--- config.mk ---
export PLATFORM = sky130hd
export DESIGN_NAME = ppfm_mux
export DESIGN_NICKNAME = d
export VERILOG_FILES = /design/src/core/ppfm_sync2.v /design/src/core/ppfm_mux.v
export VERILOG_INCLUDE_DIRS = /design/src /design/src/core
export SDC_FILE = /design/constraint.sdc
export NUM_CORES = 1
export LEC_CHECK = 0
export BUFFER_PORTS_ARGS = -buffer_cell sky130_fd_sc_hd__buf_2
export CAP_MARGIN = 25
export CORE_UTILIZATION = 53
export DETAILED_ROUTE_END_ITERATION = 8
export GPL_ROUTABILITY_DRIVEN = 0
export GPL_TIMING_DRIVEN = 0
export PLACE_DENSITY = 0.84
export SLEW_MARGIN = 40
export SYNTH_ARGS = -nofsm -noshare
export SYNTH_HDL_FRONTEND = slang
export SYNTH_SLANG_ARGS = --single-unit
--- constraint.sdc ---
create_clock -name i_clk_sys -period 4.2 [get_ports i_clk_sys]
set_input_delay 0.42 -clock i_clk_sys [delete_from_list [all_inputs] [get_ports i_clk_sys]]
set_output_delay 0.42 -clock i_clk_sys [all_outputs]
set_load 0.005 [all_outputs]
--- src/core/ppfm_consts.vh ---
// constants for the port pin function multiplexer
`ifndef PPFM_CONSTS_VH
`define PPFM_CONSTS_VH

// function selector width and codes
`define PPFM_SEL_W        3
`define PPFM_SEL_GPIO     3'h0
`define PPFM_SEL_ANALOG   3'h1
`define PPFM_SEL_TIMER    3'h2
`define PPFM_SEL_XBAR     3'h3
`define PPFM_SEL_SERIAL   3'h4
`define PPFM_SEL_ASYNC    3'h5
`define PPFM_SEL_XBAR_OUT 3'h6

// number of pins in the group
`define PPFM_NPINS        9

// pin index positions
`define PPFM_PIN_B0       0
`define PPFM_PIN_B1       1
`define PPFM_PIN_B2       2
`define PPFM_PIN_B3       3
`define PPFM_PIN_B4       4
`define PPFM_PIN_C6       5
`define PPFM_PIN_C7       6
`define PPFM_PIN_C8       7
`define PPFM_PIN_C9       8

// reset values
`define PPFM_RST_SEL      27'h0000000
`define PPFM_RST_DIR      9'h000
`define PPFM_RST_OUT      9'h000

`endif

--- src/core/ppfm_sync2.v ---
// two flip-flop synchroniser for a vector of pin inputs
`timescale 1ns/10ps
`default_nettype none

module ppfm_sync2 #(
  parameter W = 9
) (
  // clock and reset
  input  wire         i_clk_sys,
  input  wire         i_arst_n,
  // data
  input  wire [W-1:0] i_async,
  output wire [W-1:0] o_sync
);

  reg [W-1:0] meta_q;
  reg [W-1:0] sync_q;

  // first stage feeds only the second stage
  always @(posedge i_clk_sys or negedge i_arst_n) begin
    if (!i_arst_n) begin
      meta_q <= {W{1'b0}};
      sync_q <= {W{1'b0}};
    end else begin
      meta_q <= i_async;
      sync_q <= meta_q;
    end
  end

  assign o_sync = sync_q;

endmodule

`default_nettype wire

--- src/core/ppfm_mux.v ---
// function multiplexer for a group of general-purpose port pins
//
// Summary of operation
// - Each pin has its own software direction bit choosing input or output.
// - After any reset every pin is a general-purpose I/O with output off.
// - A converter control bit picks channel 2 or the high reference on b2.
// - An analog pin feeds its converter channel and comparator input at once.
// - The shared reference pin feeds input 5 of all four comparators.
// - Serial clock pin drives out as master and is the clock input as slave.
// - Master-in/slave-out is an input as master and an output as slave.
// - As slave the master-in/slave-out line floats while not selected.
// - The outside master selects the slave; the port drives data only then, but the clock input passes whether or not selected.
// - Async transmit pin sends data, and carries both ways in single wire.
`timescale 1ns/10ps
`default_nettype none
`include "ppfm_consts.vh"

module ppfm_mux #(
  parameter NPINS = `PPFM_NPINS,
  parameter SELW  = `PPFM_SEL_W
) (
  // clock and reset
  input  wire                  i_clk_sys,
  input  wire                  i_arst_n,
  // software configuration, loaded on write strobe
  input  wire                  i_cfg_we,
  input  wire [NPINS*SELW-1:0] i_cfg_sel,
  input  wire [NPINS-1:0]      i_cfg_dir,
  input  wire [NPINS-1:0]      i_cfg_out,
  input  wire                  i_conv_b_ref_sel,
  input  wire                  i_serial0_master,
  input  wire                  i_async0_single_wire,
  // pins, three signals each
  input  wire [NPINS-1:0]      i_pin,
  output wire [NPINS-1:0]      o_pin,
  output wire [NPINS-1:0]      o_pin_oe,
  // general purpose input readback
  output reg  [NPINS-1:0]      o_gpio_in,
  // analog routing enables (analog path is a switched connection)
  output wire [7:0]            o_conv_b_channel_en,
  output wire                  o_conv_b_ref_high_en,
  output wire [3:0]            o_comparator_b_input_en,
  output wire [3:0]            o_comparator_c_input_en,
  output wire [3:0]            o_comparator_ref5_en,
  // quad timer a channel 2
  input  wire                  i_quad_timer_a_channel2_out,
  input  wire                  i_quad_timer_a_channel2_oe,
  output wire                  o_quad_timer_a_channel2_in,
  // crossbar
  output wire                  o_crossbar_input3,
  output wire                  o_crossbar_input4,
  output wire                  o_crossbar_input8,
  output wire                  o_crossbar_input9,
  input  wire                  i_crossbar_output6,
  input  wire                  i_crossbar_output8,
  // synchronous serial port 0
  input  wire                  i_serial0_clock_out,
  output wire                  o_serial0_clock_in,
  input  wire                  i_serial0_miso_out,
  output wire                  o_serial0_miso_in,
  output wire                  o_serial0_slave_select_n,
  output wire                  o_serial0_selected,
  // asynchronous serial port 0
  input  wire                  i_async0_transmit_data,
  input  wire                  i_async0_transmit_en,
  output wire                  o_async0_receive_data
);

  // ---------------------------------------------------------------
  // configuration registers
  // ---------------------------------------------------------------
  reg [NPINS*SELW-1:0] sel_q;
  reg [NPINS-1:0]      dir_q;
  reg [NPINS-1:0]      out_q;
  reg                  ref_sel_q;
  reg                  master_q;
  reg                  single_q;

  // all pins fall back to gpio input on reset
  // the whole word loads at once so a pin never sees a half-written code
  always @(posedge i_clk_sys or negedge i_arst_n) begin
    if (!i_arst_n) begin
      sel_q     <= `PPFM_RST_SEL;
      dir_q     <= `PPFM_RST_DIR;
      out_q     <= `PPFM_RST_OUT;
      ref_sel_q <= 1'b0;
      master_q  <= 1'b0;
      single_q  <= 1'b0;
    end else if (i_cfg_we) begin
      sel_q     <= i_cfg_sel;
      dir_q     <= i_cfg_dir;
      out_q     <= i_cfg_out;
      ref_sel_q <= i_conv_b_ref_sel;
      master_q  <= i_serial0_master;
      single_q  <= i_async0_single_wire;
    end
  end

  // ---------------------------------------------------------------
  // pin input synchroniser
  // ---------------------------------------------------------------
  // every pin input path reads the synced copy, never the raw pin
  wire [NPINS-1:0] pin_s;

  ppfm_sync2 #(
    .W(NPINS)
  ) u_sync (
    .i_clk_sys (i_clk_sys),
    .i_arst_n  (i_arst_n),
    .i_async   (i_pin),
    .o_sync    (pin_s)
  );

  // ---------------------------------------------------------------
  // helpers
  // ---------------------------------------------------------------
  // function code of one pin
  function [SELW-1:0] fsel;
    input [NPINS*SELW-1:0] v;
    input integer          idx;
    begin
      fsel = v[idx*SELW +: SELW];
    end
  endfunction

  // true when pin idx has function code f
  function is_fn;
    input [NPINS*SELW-1:0] v;
    input integer          idx;
    input [SELW-1:0]       f;
    begin
      is_fn = (fsel(v, idx) == f);
    end
  endfunction

  // ---------------------------------------------------------------
  // function decode
  // ---------------------------------------------------------------
  // codes 7 and above select nothing and leave the pin undriven
  wire an_b0  = is_fn(sel_q, `PPFM_PIN_B0, `PPFM_SEL_ANALOG);
  wire an_b1  = is_fn(sel_q, `PPFM_PIN_B1, `PPFM_SEL_ANALOG);
  wire an_b2  = is_fn(sel_q, `PPFM_PIN_B2, `PPFM_SEL_ANALOG);
  wire an_b3  = is_fn(sel_q, `PPFM_PIN_B3, `PPFM_SEL_ANALOG);
  wire an_b4  = is_fn(sel_q, `PPFM_PIN_B4, `PPFM_SEL_ANALOG);
  wire an_c6  = is_fn(sel_q, `PPFM_PIN_C6, `PPFM_SEL_ANALOG);
  wire tmr_c6 = is_fn(sel_q, `PPFM_PIN_C6, `PPFM_SEL_TIMER);
  wire xb_c6  = is_fn(sel_q, `PPFM_PIN_C6, `PPFM_SEL_XBAR);
  wire ss_c6  = is_fn(sel_q, `PPFM_PIN_C6, `PPFM_SEL_SERIAL);
  wire ss_c7  = is_fn(sel_q, `PPFM_PIN_C7, `PPFM_SEL_SERIAL);
  wire tx_c7  = is_fn(sel_q, `PPFM_PIN_C7, `PPFM_SEL_ASYNC);
  wire xb_c7  = is_fn(sel_q, `PPFM_PIN_C7, `PPFM_SEL_XBAR);
  wire mi_c8  = is_fn(sel_q, `PPFM_PIN_C8, `PPFM_SEL_SERIAL);
  wire rx_c8  = is_fn(sel_q, `PPFM_PIN_C8, `PPFM_SEL_ASYNC);
  wire xb_c8  = is_fn(sel_q, `PPFM_PIN_C8, `PPFM_SEL_XBAR);
  wire xo_c8  = is_fn(sel_q, `PPFM_PIN_C8, `PPFM_SEL_XBAR_OUT);
  wire ck_c9  = is_fn(sel_q, `PPFM_PIN_C9, `PPFM_SEL_SERIAL);
  wire xb_c9  = is_fn(sel_q, `PPFM_PIN_C9, `PPFM_SEL_XBAR);
  wire tx_c9  = is_fn(sel_q, `PPFM_PIN_C9, `PPFM_SEL_ASYNC);
  wire xo_c9  = is_fn(sel_q, `PPFM_PIN_C9, `PPFM_SEL_XBAR_OUT);

  // ---------------------------------------------------------------
  // analog routing
  // ---------------------------------------------------------------
  // one pin feeds channel and comparator together
  assign o_conv_b_channel_en = {3'h0, an_b4, an_b3,
                                an_b2 & ~ref_sel_q, an_b1, an_b0};
  // b3 also carries the low reference, which this block does not route
  assign o_conv_b_ref_high_en    = an_b2 & ref_sel_q;
  assign o_comparator_b_input_en = {an_b0, 2'h0, an_b1};
  assign o_comparator_c_input_en = {an_b2, 1'b0, an_b4, an_b3};
  // shared reference fans to input 5 of all comparators
  assign o_comparator_ref5_en    = {4{an_c6}};

  // ---------------------------------------------------------------
  // slave select and serial roles
  // ---------------------------------------------------------------
  // select taken from whichever pin is configured for it, active low
  wire ss_n = ss_c6 ? pin_s[`PPFM_PIN_C6] :
              ss_c7 ? pin_s[`PPFM_PIN_C7] : 1'b1;
  wire slave    = ~master_q;
  wire selected = slave & ~ss_n;

  assign o_serial0_slave_select_n = ss_n;
  assign o_serial0_selected       = selected;
  // clock input only meaningful as slave
  assign o_serial0_clock_in = ck_c9 & slave & pin_s[`PPFM_PIN_C9];
  // data input only as master
  assign o_serial0_miso_in  = mi_c8 & master_q &
                              pin_s[`PPFM_PIN_C8];

  // ---------------------------------------------------------------
  // async serial and other inputs
  // ---------------------------------------------------------------
  // single wire: receive is taken back from the transmit pin, so the
  // peripheral hears its own frames; line idles high when unrouted
  reg rx_d;

  always @* begin
    rx_d = 1'h1;
    if (single_q) begin
      if (tx_c7) begin
        rx_d = pin_s[`PPFM_PIN_C7];
      end else if (tx_c9) begin
        rx_d = pin_s[`PPFM_PIN_C9];
      end
    end else if (rx_c8) begin
      rx_d = pin_s[`PPFM_PIN_C8];
    end
  end

  assign o_async0_receive_data = rx_d;
  // peripheral inputs read low while their pin serves another function
  assign o_quad_timer_a_channel2_in = tmr_c6 & pin_s[`PPFM_PIN_C6];
  assign o_crossbar_input3 = xb_c6 & pin_s[`PPFM_PIN_C6];
  assign o_crossbar_input4 = xb_c9 & pin_s[`PPFM_PIN_C9];
  assign o_crossbar_input8 = xb_c7 & pin_s[`PPFM_PIN_C7];
  assign o_crossbar_input9 = xb_c8 & pin_s[`PPFM_PIN_C8];

  // readback of every synced pin level, whatever its function
  always @(posedge i_clk_sys or negedge i_arst_n) begin
    if (!i_arst_n) begin
      o_gpio_in <= {NPINS{1'b0}};
    end else begin
      o_gpio_in <= pin_s;
    end
  end

  // ---------------------------------------------------------------
  // pin drivers
  // ---------------------------------------------------------------
  // only the selected function drives each pin
  // a pin whose code matches no function stays an undriven input
  reg [NPINS-1:0] drv_d;
  reg [NPINS-1:0] oe_d;
  integer         k;

  always @* begin
    drv_d = {NPINS{1'b0}};
    oe_d  = {NPINS{1'b0}};
    for (k = 0; k < NPINS; k = k + 1) begin
      if (fsel(sel_q, k) == `PPFM_SEL_GPIO) begin
        drv_d[k] = out_q[k];
        oe_d[k]  = dir_q[k];
      end
    end
    // analog pins are never driven digitally
    // each branch below overrides the gpio default of one pin
    // timer channel on c6
    if (tmr_c6) begin
      drv_d[`PPFM_PIN_C6] = i_quad_timer_a_channel2_out;
      oe_d[`PPFM_PIN_C6]  = i_quad_timer_a_channel2_oe;
    end
    // transmit on c7; single wire drives only while sending
    if (tx_c7) begin
      drv_d[`PPFM_PIN_C7] = i_async0_transmit_data;
      oe_d[`PPFM_PIN_C7]  = ~single_q | i_async0_transmit_en;
    end
    // miso: output as slave, floating unless selected
    if (mi_c8) begin
      drv_d[`PPFM_PIN_C8] = i_serial0_miso_out;
      oe_d[`PPFM_PIN_C8]  = selected;
    end
    if (xo_c8) begin
      drv_d[`PPFM_PIN_C8] = i_crossbar_output6;
      oe_d[`PPFM_PIN_C8]  = 1'b1;
    end
    // serial clock driven out only as master
    if (ck_c9) begin
      drv_d[`PPFM_PIN_C9] = i_serial0_clock_out;
      oe_d[`PPFM_PIN_C9]  = master_q;
    end
    if (tx_c9) begin
      drv_d[`PPFM_PIN_C9] = i_async0_transmit_data;
      oe_d[`PPFM_PIN_C9]  = ~single_q | i_async0_transmit_en;
    end
    if (xo_c9) begin
      drv_d[`PPFM_PIN_C9] = i_crossbar_output8;
      oe_d[`PPFM_PIN_C9]  = 1'b1;
    end
  end

  // pin outputs registered so they start clean from reset
  // the register costs a cycle but keeps decode glitches off the pads
  reg [NPINS-1:0] pin_q;
  reg [NPINS-1:0] oe_q;

  always @(posedge i_clk_sys or negedge i_arst_n) begin
    if (!i_arst_n) begin
      pin_q <= {NPINS{1'b0}};
      oe_q  <= {NPINS{1'b0}};
    end else begin
      pin_q <= drv_d;
      oe_q  <= oe_d;
    end
  end

  assign o_pin    = pin_q;
  assign o_pin_oe = oe_q;

endmodule

`default_nettype wire

# [After elaboration in Yosys (flattened, before gate mapping)]
# Cells that the tools add are included.
[word_totals] ff_bits=93 in_bits=68 out_inout_bits=58 word_cells=95
[classes] n_eq_ne=20 muxes=38 bitwise=17 n_reduce_logical=9
[ops] op="$mux W1" count=38
[ops] op="$eq A3 B3 Y1 const B" count=9
[ops] op="$logic_not A3 Y1" count=9
[ops] op="$eq A3 B1 Y1 const B" count=6
[ops] op="$eq A3 B2 Y1 const B" count=5
[ops] op="$and A1 B1 Y1" count=12
[ops] op="$not A1 Y1" count=4
[ops] op="$or A1 B1 Y1" count=1

# [Depth between registers and ports, before layout]
[depth] ltp_word=7 depth_mapped=4 depth_no_buf=3

# [Hierarchy]
# A second synthesis with hierarchy kept.
[unflattened] cells_unflattened=243 hier_area_um2=3530.9
[modules_own_cells] mod="ppfm_mux" n_inst=1 cells_each=225 area_each_um2=3080.5 seq_area_each_um2=1876.8
[modules_own_cells] mod="ppfm_sync2" n_inst=1 cells_each=18 area_each_um2=450.4 seq_area_each_um2=450.4

# [Least setup slack after synthesis]
# OpenSTA, ideal clock, no wires.
[synth_timing] path_kind="reg2out" startpoint="reg sel_q[19] (netlist: fsel.v[19])" endpoint="out o_serial0_selected" t_arrival_ns=1.284 t_required_ns=3.780 setup_slack_ns=2.496 path_stages_with_launch=4 n_path_buf=0 path_cell_list="dfrtp_1 -> or4b_1 -> mux2_4 -> nor2_2"
[synth_via] elab_chain_len=5
[synth_lines] element="start, declared" line="ppfm_mux.v:72" text="reg [NPINS*SELW-1:0] sel_q;"
[synth_lines] element="start signal, assigned" line="ppfm_mux.v:83" text="sel_q <= `PPFM_RST_SEL;"
[synth_lines] element="start signal, assigned" line="ppfm_mux.v:90" text="sel_q <= i_cfg_sel;"
[synth_lines] element="$eq A3 B3 Y1" line="ppfm_mux.v:132" text="is_fn = (fsel(v, idx) == f);"
[synth_lines] element="$mux W1" line="ppfm_mux.v:179" text="ss_c7 ? pin_s[`PPFM_PIN_C7] : 1'b1;"
[synth_lines] element="$mux W1" line="ppfm_mux.v:178" text="wire ss_n = ss_c6 ? pin_s[`PPFM_PIN_C6] :"
[synth_lines] element="net o_serial0_slave_select_n" line="ppfm_mux.v:61" text="output wire o_serial0_slave_select_n,"
[synth_lines] element="$not A1 Y1" line="ppfm_mux.v:181" text="wire selected = slave & ~ss_n;"
[synth_lines] element="$and A1 B1 Y1" line="ppfm_mux.v:181"
[synth_lines] element="end, declared" line="ppfm_mux.v:62" text="output wire o_serial0_selected,"
# The timed path passes the listed nets, and every way through them passes these cells.

# [Final worst setup path]
[layout_timing] startpoint="reg sel_q[18] (netlist: fsel.v[18])" endpoint="out o_serial0_selected"
[layout_via] elab_chain_len=5
[layout_lines] element="$eq A3 B3 Y1" line="ppfm_mux.v:132"
[layout_lines] element="$mux W1" line="ppfm_mux.v:179"
[layout_lines] element="$mux W1" line="ppfm_mux.v:178"
[layout_lines] element="$not A1 Y1" line="ppfm_mux.v:181"
[layout_lines] element="$and A1 B1 Y1" line="ppfm_mux.v:181"
# Every way passes these cells.

==> out/qor.yml <==
power.total_w: 0.00186
startpoint_type: "flip-flop"
yosys_register_bits: 93
clock_power_share: 0.334
crit_type: "reg -> out"
synthDistinctLibCells: 32
synthTopCellsByArea: "dfrtp_1 (66%), mux2_2 (15%), buf_4 (4.0%)"
power_frac_seq: 0.546
stdcell_area_sq_um: 4490
drive_gt1_frac: 0.541
die_x_microns: 83.6
maxSlewHeadroom: 0.530
path_clk_slew_ps: 80
cts_tree: "yes"
ant_nets: 0
drtPass1Iterations: 4
intPower_w: 0.00144
ys_seq_area_frac: 0.659
rows: 29
nNetsFinal: 447
drtIter0Drc: 63
drv_cap: 0
crit_path_end_kind: "output pin"
crit_slowest_cell: "or4b_1"
switching_power_w: 0.000417
grt_pass1_vias: 2313
synthAdderAreaFrac: 0
synth.mux.area_fraction: 0.169
period_minus_slack_ps: 2270
area_growth_pct: 27.0
synthXorXnorAreaFrac: 0
cts_buffer_depth: 2
post-cts-setup-buffers: 0
ys_warn_count: 0
synth_edf_count: 0
synthCells: 243
clock_latency_ps: 340
root_buffer: "clkbuf_8"
skew_ps: 10.3
netlist_area_sq_um: 3530
yosys.area_share.simple: 0.102
syn_avg_cell_area_sq_um: 14.5
worstPathCellList: "or4b_1 -> mux2_4 -> nor2_2 -> buf_2"
grt_max_degree: 53
ir_drop_uv: 234
synth_flop_cell: "dfrtp_1"
initial_core_util: 0.553
routedWlPerCell_microns: 14.9
async_flop_share: 1.00
p_leak_nw: 2.26
vias: 2251
fin_crit_sh: 0.540
io_pins: 126
tns_ps: 0
cts_buffers: 9
drc: 0
worst_pin_slew_ps: 706
critPathMaxFanout: 7
track_usage: 0.209
setup_viol: 0
arrival_ps: 1850
hold_viol: 0
drv_slew: 0
grt.overflow.total: 0
switching_share: 0.225
h-tree-depth: 3
dp_hpwl_microns: 5050
combPwrFrac: 0.120
layout.cells.most_common_list: "buf_2 (120), dfrtp_1 (93), mux2_2 (48), buf_4 (19), and2_1 (11)"
port_buffers: 118
slowest_delay_ps: 570
power_density_nw_per_um2: 414
die_h_microns: 83.6
via_per_inst: 4.90
rsz0062_at_grt: "no"
synth_compound_area_frac: 0.0202
max_clock_freq_mhz: 441
mostFrequentLayoutCell: "buf_2"
coreArea_sq_um: 6390
antenna_found_initial: 1
synth_top_area_frac: 0.659
die-area_sq_um: 6990
grt_pass1_wl_microns: 11000
min_path_type: "in -> reg"
wl_microns: 6850
clock-sinks: 93
place_area_sq_um: 4270
synth_top_family_by_area: "multiplexers"
status: "finished clean"
finalCoreUtilization: 0.702
synth_top_area_cell: "dfrtp_1"
cp.required_ps: 3780
registers in the layout (all words and copies together), names as in the netlist:
name           count
dir_q              9
fsel.v            27
master_q           1
o_gpio_in          9
o_pin              9
o_pin_oe           9
out_q              9
ref_sel_q          1
single_q           1
u_sync.meta_q      9
u_sync.o_sync      9
path summary, 6_finish.rpt:
kind | from | to | slack [ps] | cells past startpoint
max | fsel.v[18] | o_serial0_selected | 1930 | 4
min | i_pin[1] | u_sync.meta_q[1] | 180 | 1
max reg2reg | fsel.v[18] | o_pin_oe[7] | 2690 | 3
min reg2reg | u_sync.o_sync[2] | o_gpio_in[2] | 350 | 0
max in group asynchronous | i_arst_n | o_gpio_in[2] | 3060 | 3
min in group asynchronous | i_arst_n | o_gpio_in[8] | 560 | 2
per-layer routing:
| layer | wire length (microns) | GRT usage |
|---|---|---|
| met2 | 3420 | 0.335 |
| met5 | 0 | 0 |
| met4 | 216 | 0.114 |
| met3 | 411 | 0.0544 |
| met1 | 2800 | 0.259 |
critical path, delay by kind of cell (launching register included):
kind / cells / cell delay [ps]
AND/OR/NAND/NOR: 2 / 640
flip-flops: 1 / 440
multiplexers: 1 / 320
buffers and inverters: 1 / 110
Yosys cell counts (2+ instances only):
library cell  count
a21oi_1           3
and2_1           11
and4b_1           2
buf_2             3
buf_4            19
clkbuf_1          4
dfrtp_1          93
mux2_2           48
mux2i_1           4
nand2_1           5
nand2b_1          3
nand3_1           5
nor2_1            5
nor2b_1           2
nor3_1            9
nor3b_1           8
o21a_1            2
o21ai_0           3
stage by stage:
step	setup WS, ps	cells	hold slack [ps]
2_1_floorplan	2500	248	124
3_3_place_gp	1930	443	331
6_report	1930	459	179
5_1_grt	1860	459	153
3_5_place_dp	2300	444	335
4_1_cts	1920	458	162
cell families (layout without fill, tap and decap cells):
family / count (synthesis) / count (layout)
flops: 93 / 93
simple gates: 59 / 59
mux: 53 / 53
buf+inv: 26 / 159
compound gates: 11 / 11
other cells: 1 / 7
layout make-up:
class | instances | area, sq um
clock inverters | 2 | 60.1
clock buffers | 11 | 141
well taps | 77 | 96.3
flip-flops and latches | 93 | 2330
multi-input cells | 129 | 1050
diodes | 1 | 2.50
plain buffers | 26 | 173
repair buffers | 120 | 634
fillers | 459 | 1900
power by group through the flow:
stage	Clock (W)	Sequential, W	Combinational [W]
after floorplan	0	0.00102	0.000121
after global placement	0	0.00103	0.000212
after detailed placement	0	0.00103	0.000224
after CTS	0.000635	0.00101	0.000227
after global routing	0.000676	0.00102	0.000245
final	0.000620	0.00101	0.000223
what timing repair did:
| item | in CTS | in global routing |
|---|---|---|
| hold endpoints to repair | 41 | 0 |
| hold buffers | 1 | 0 |
| resized for setup | 0 | 0 |
Note: power is estimated with default switching activity, not from simulation.
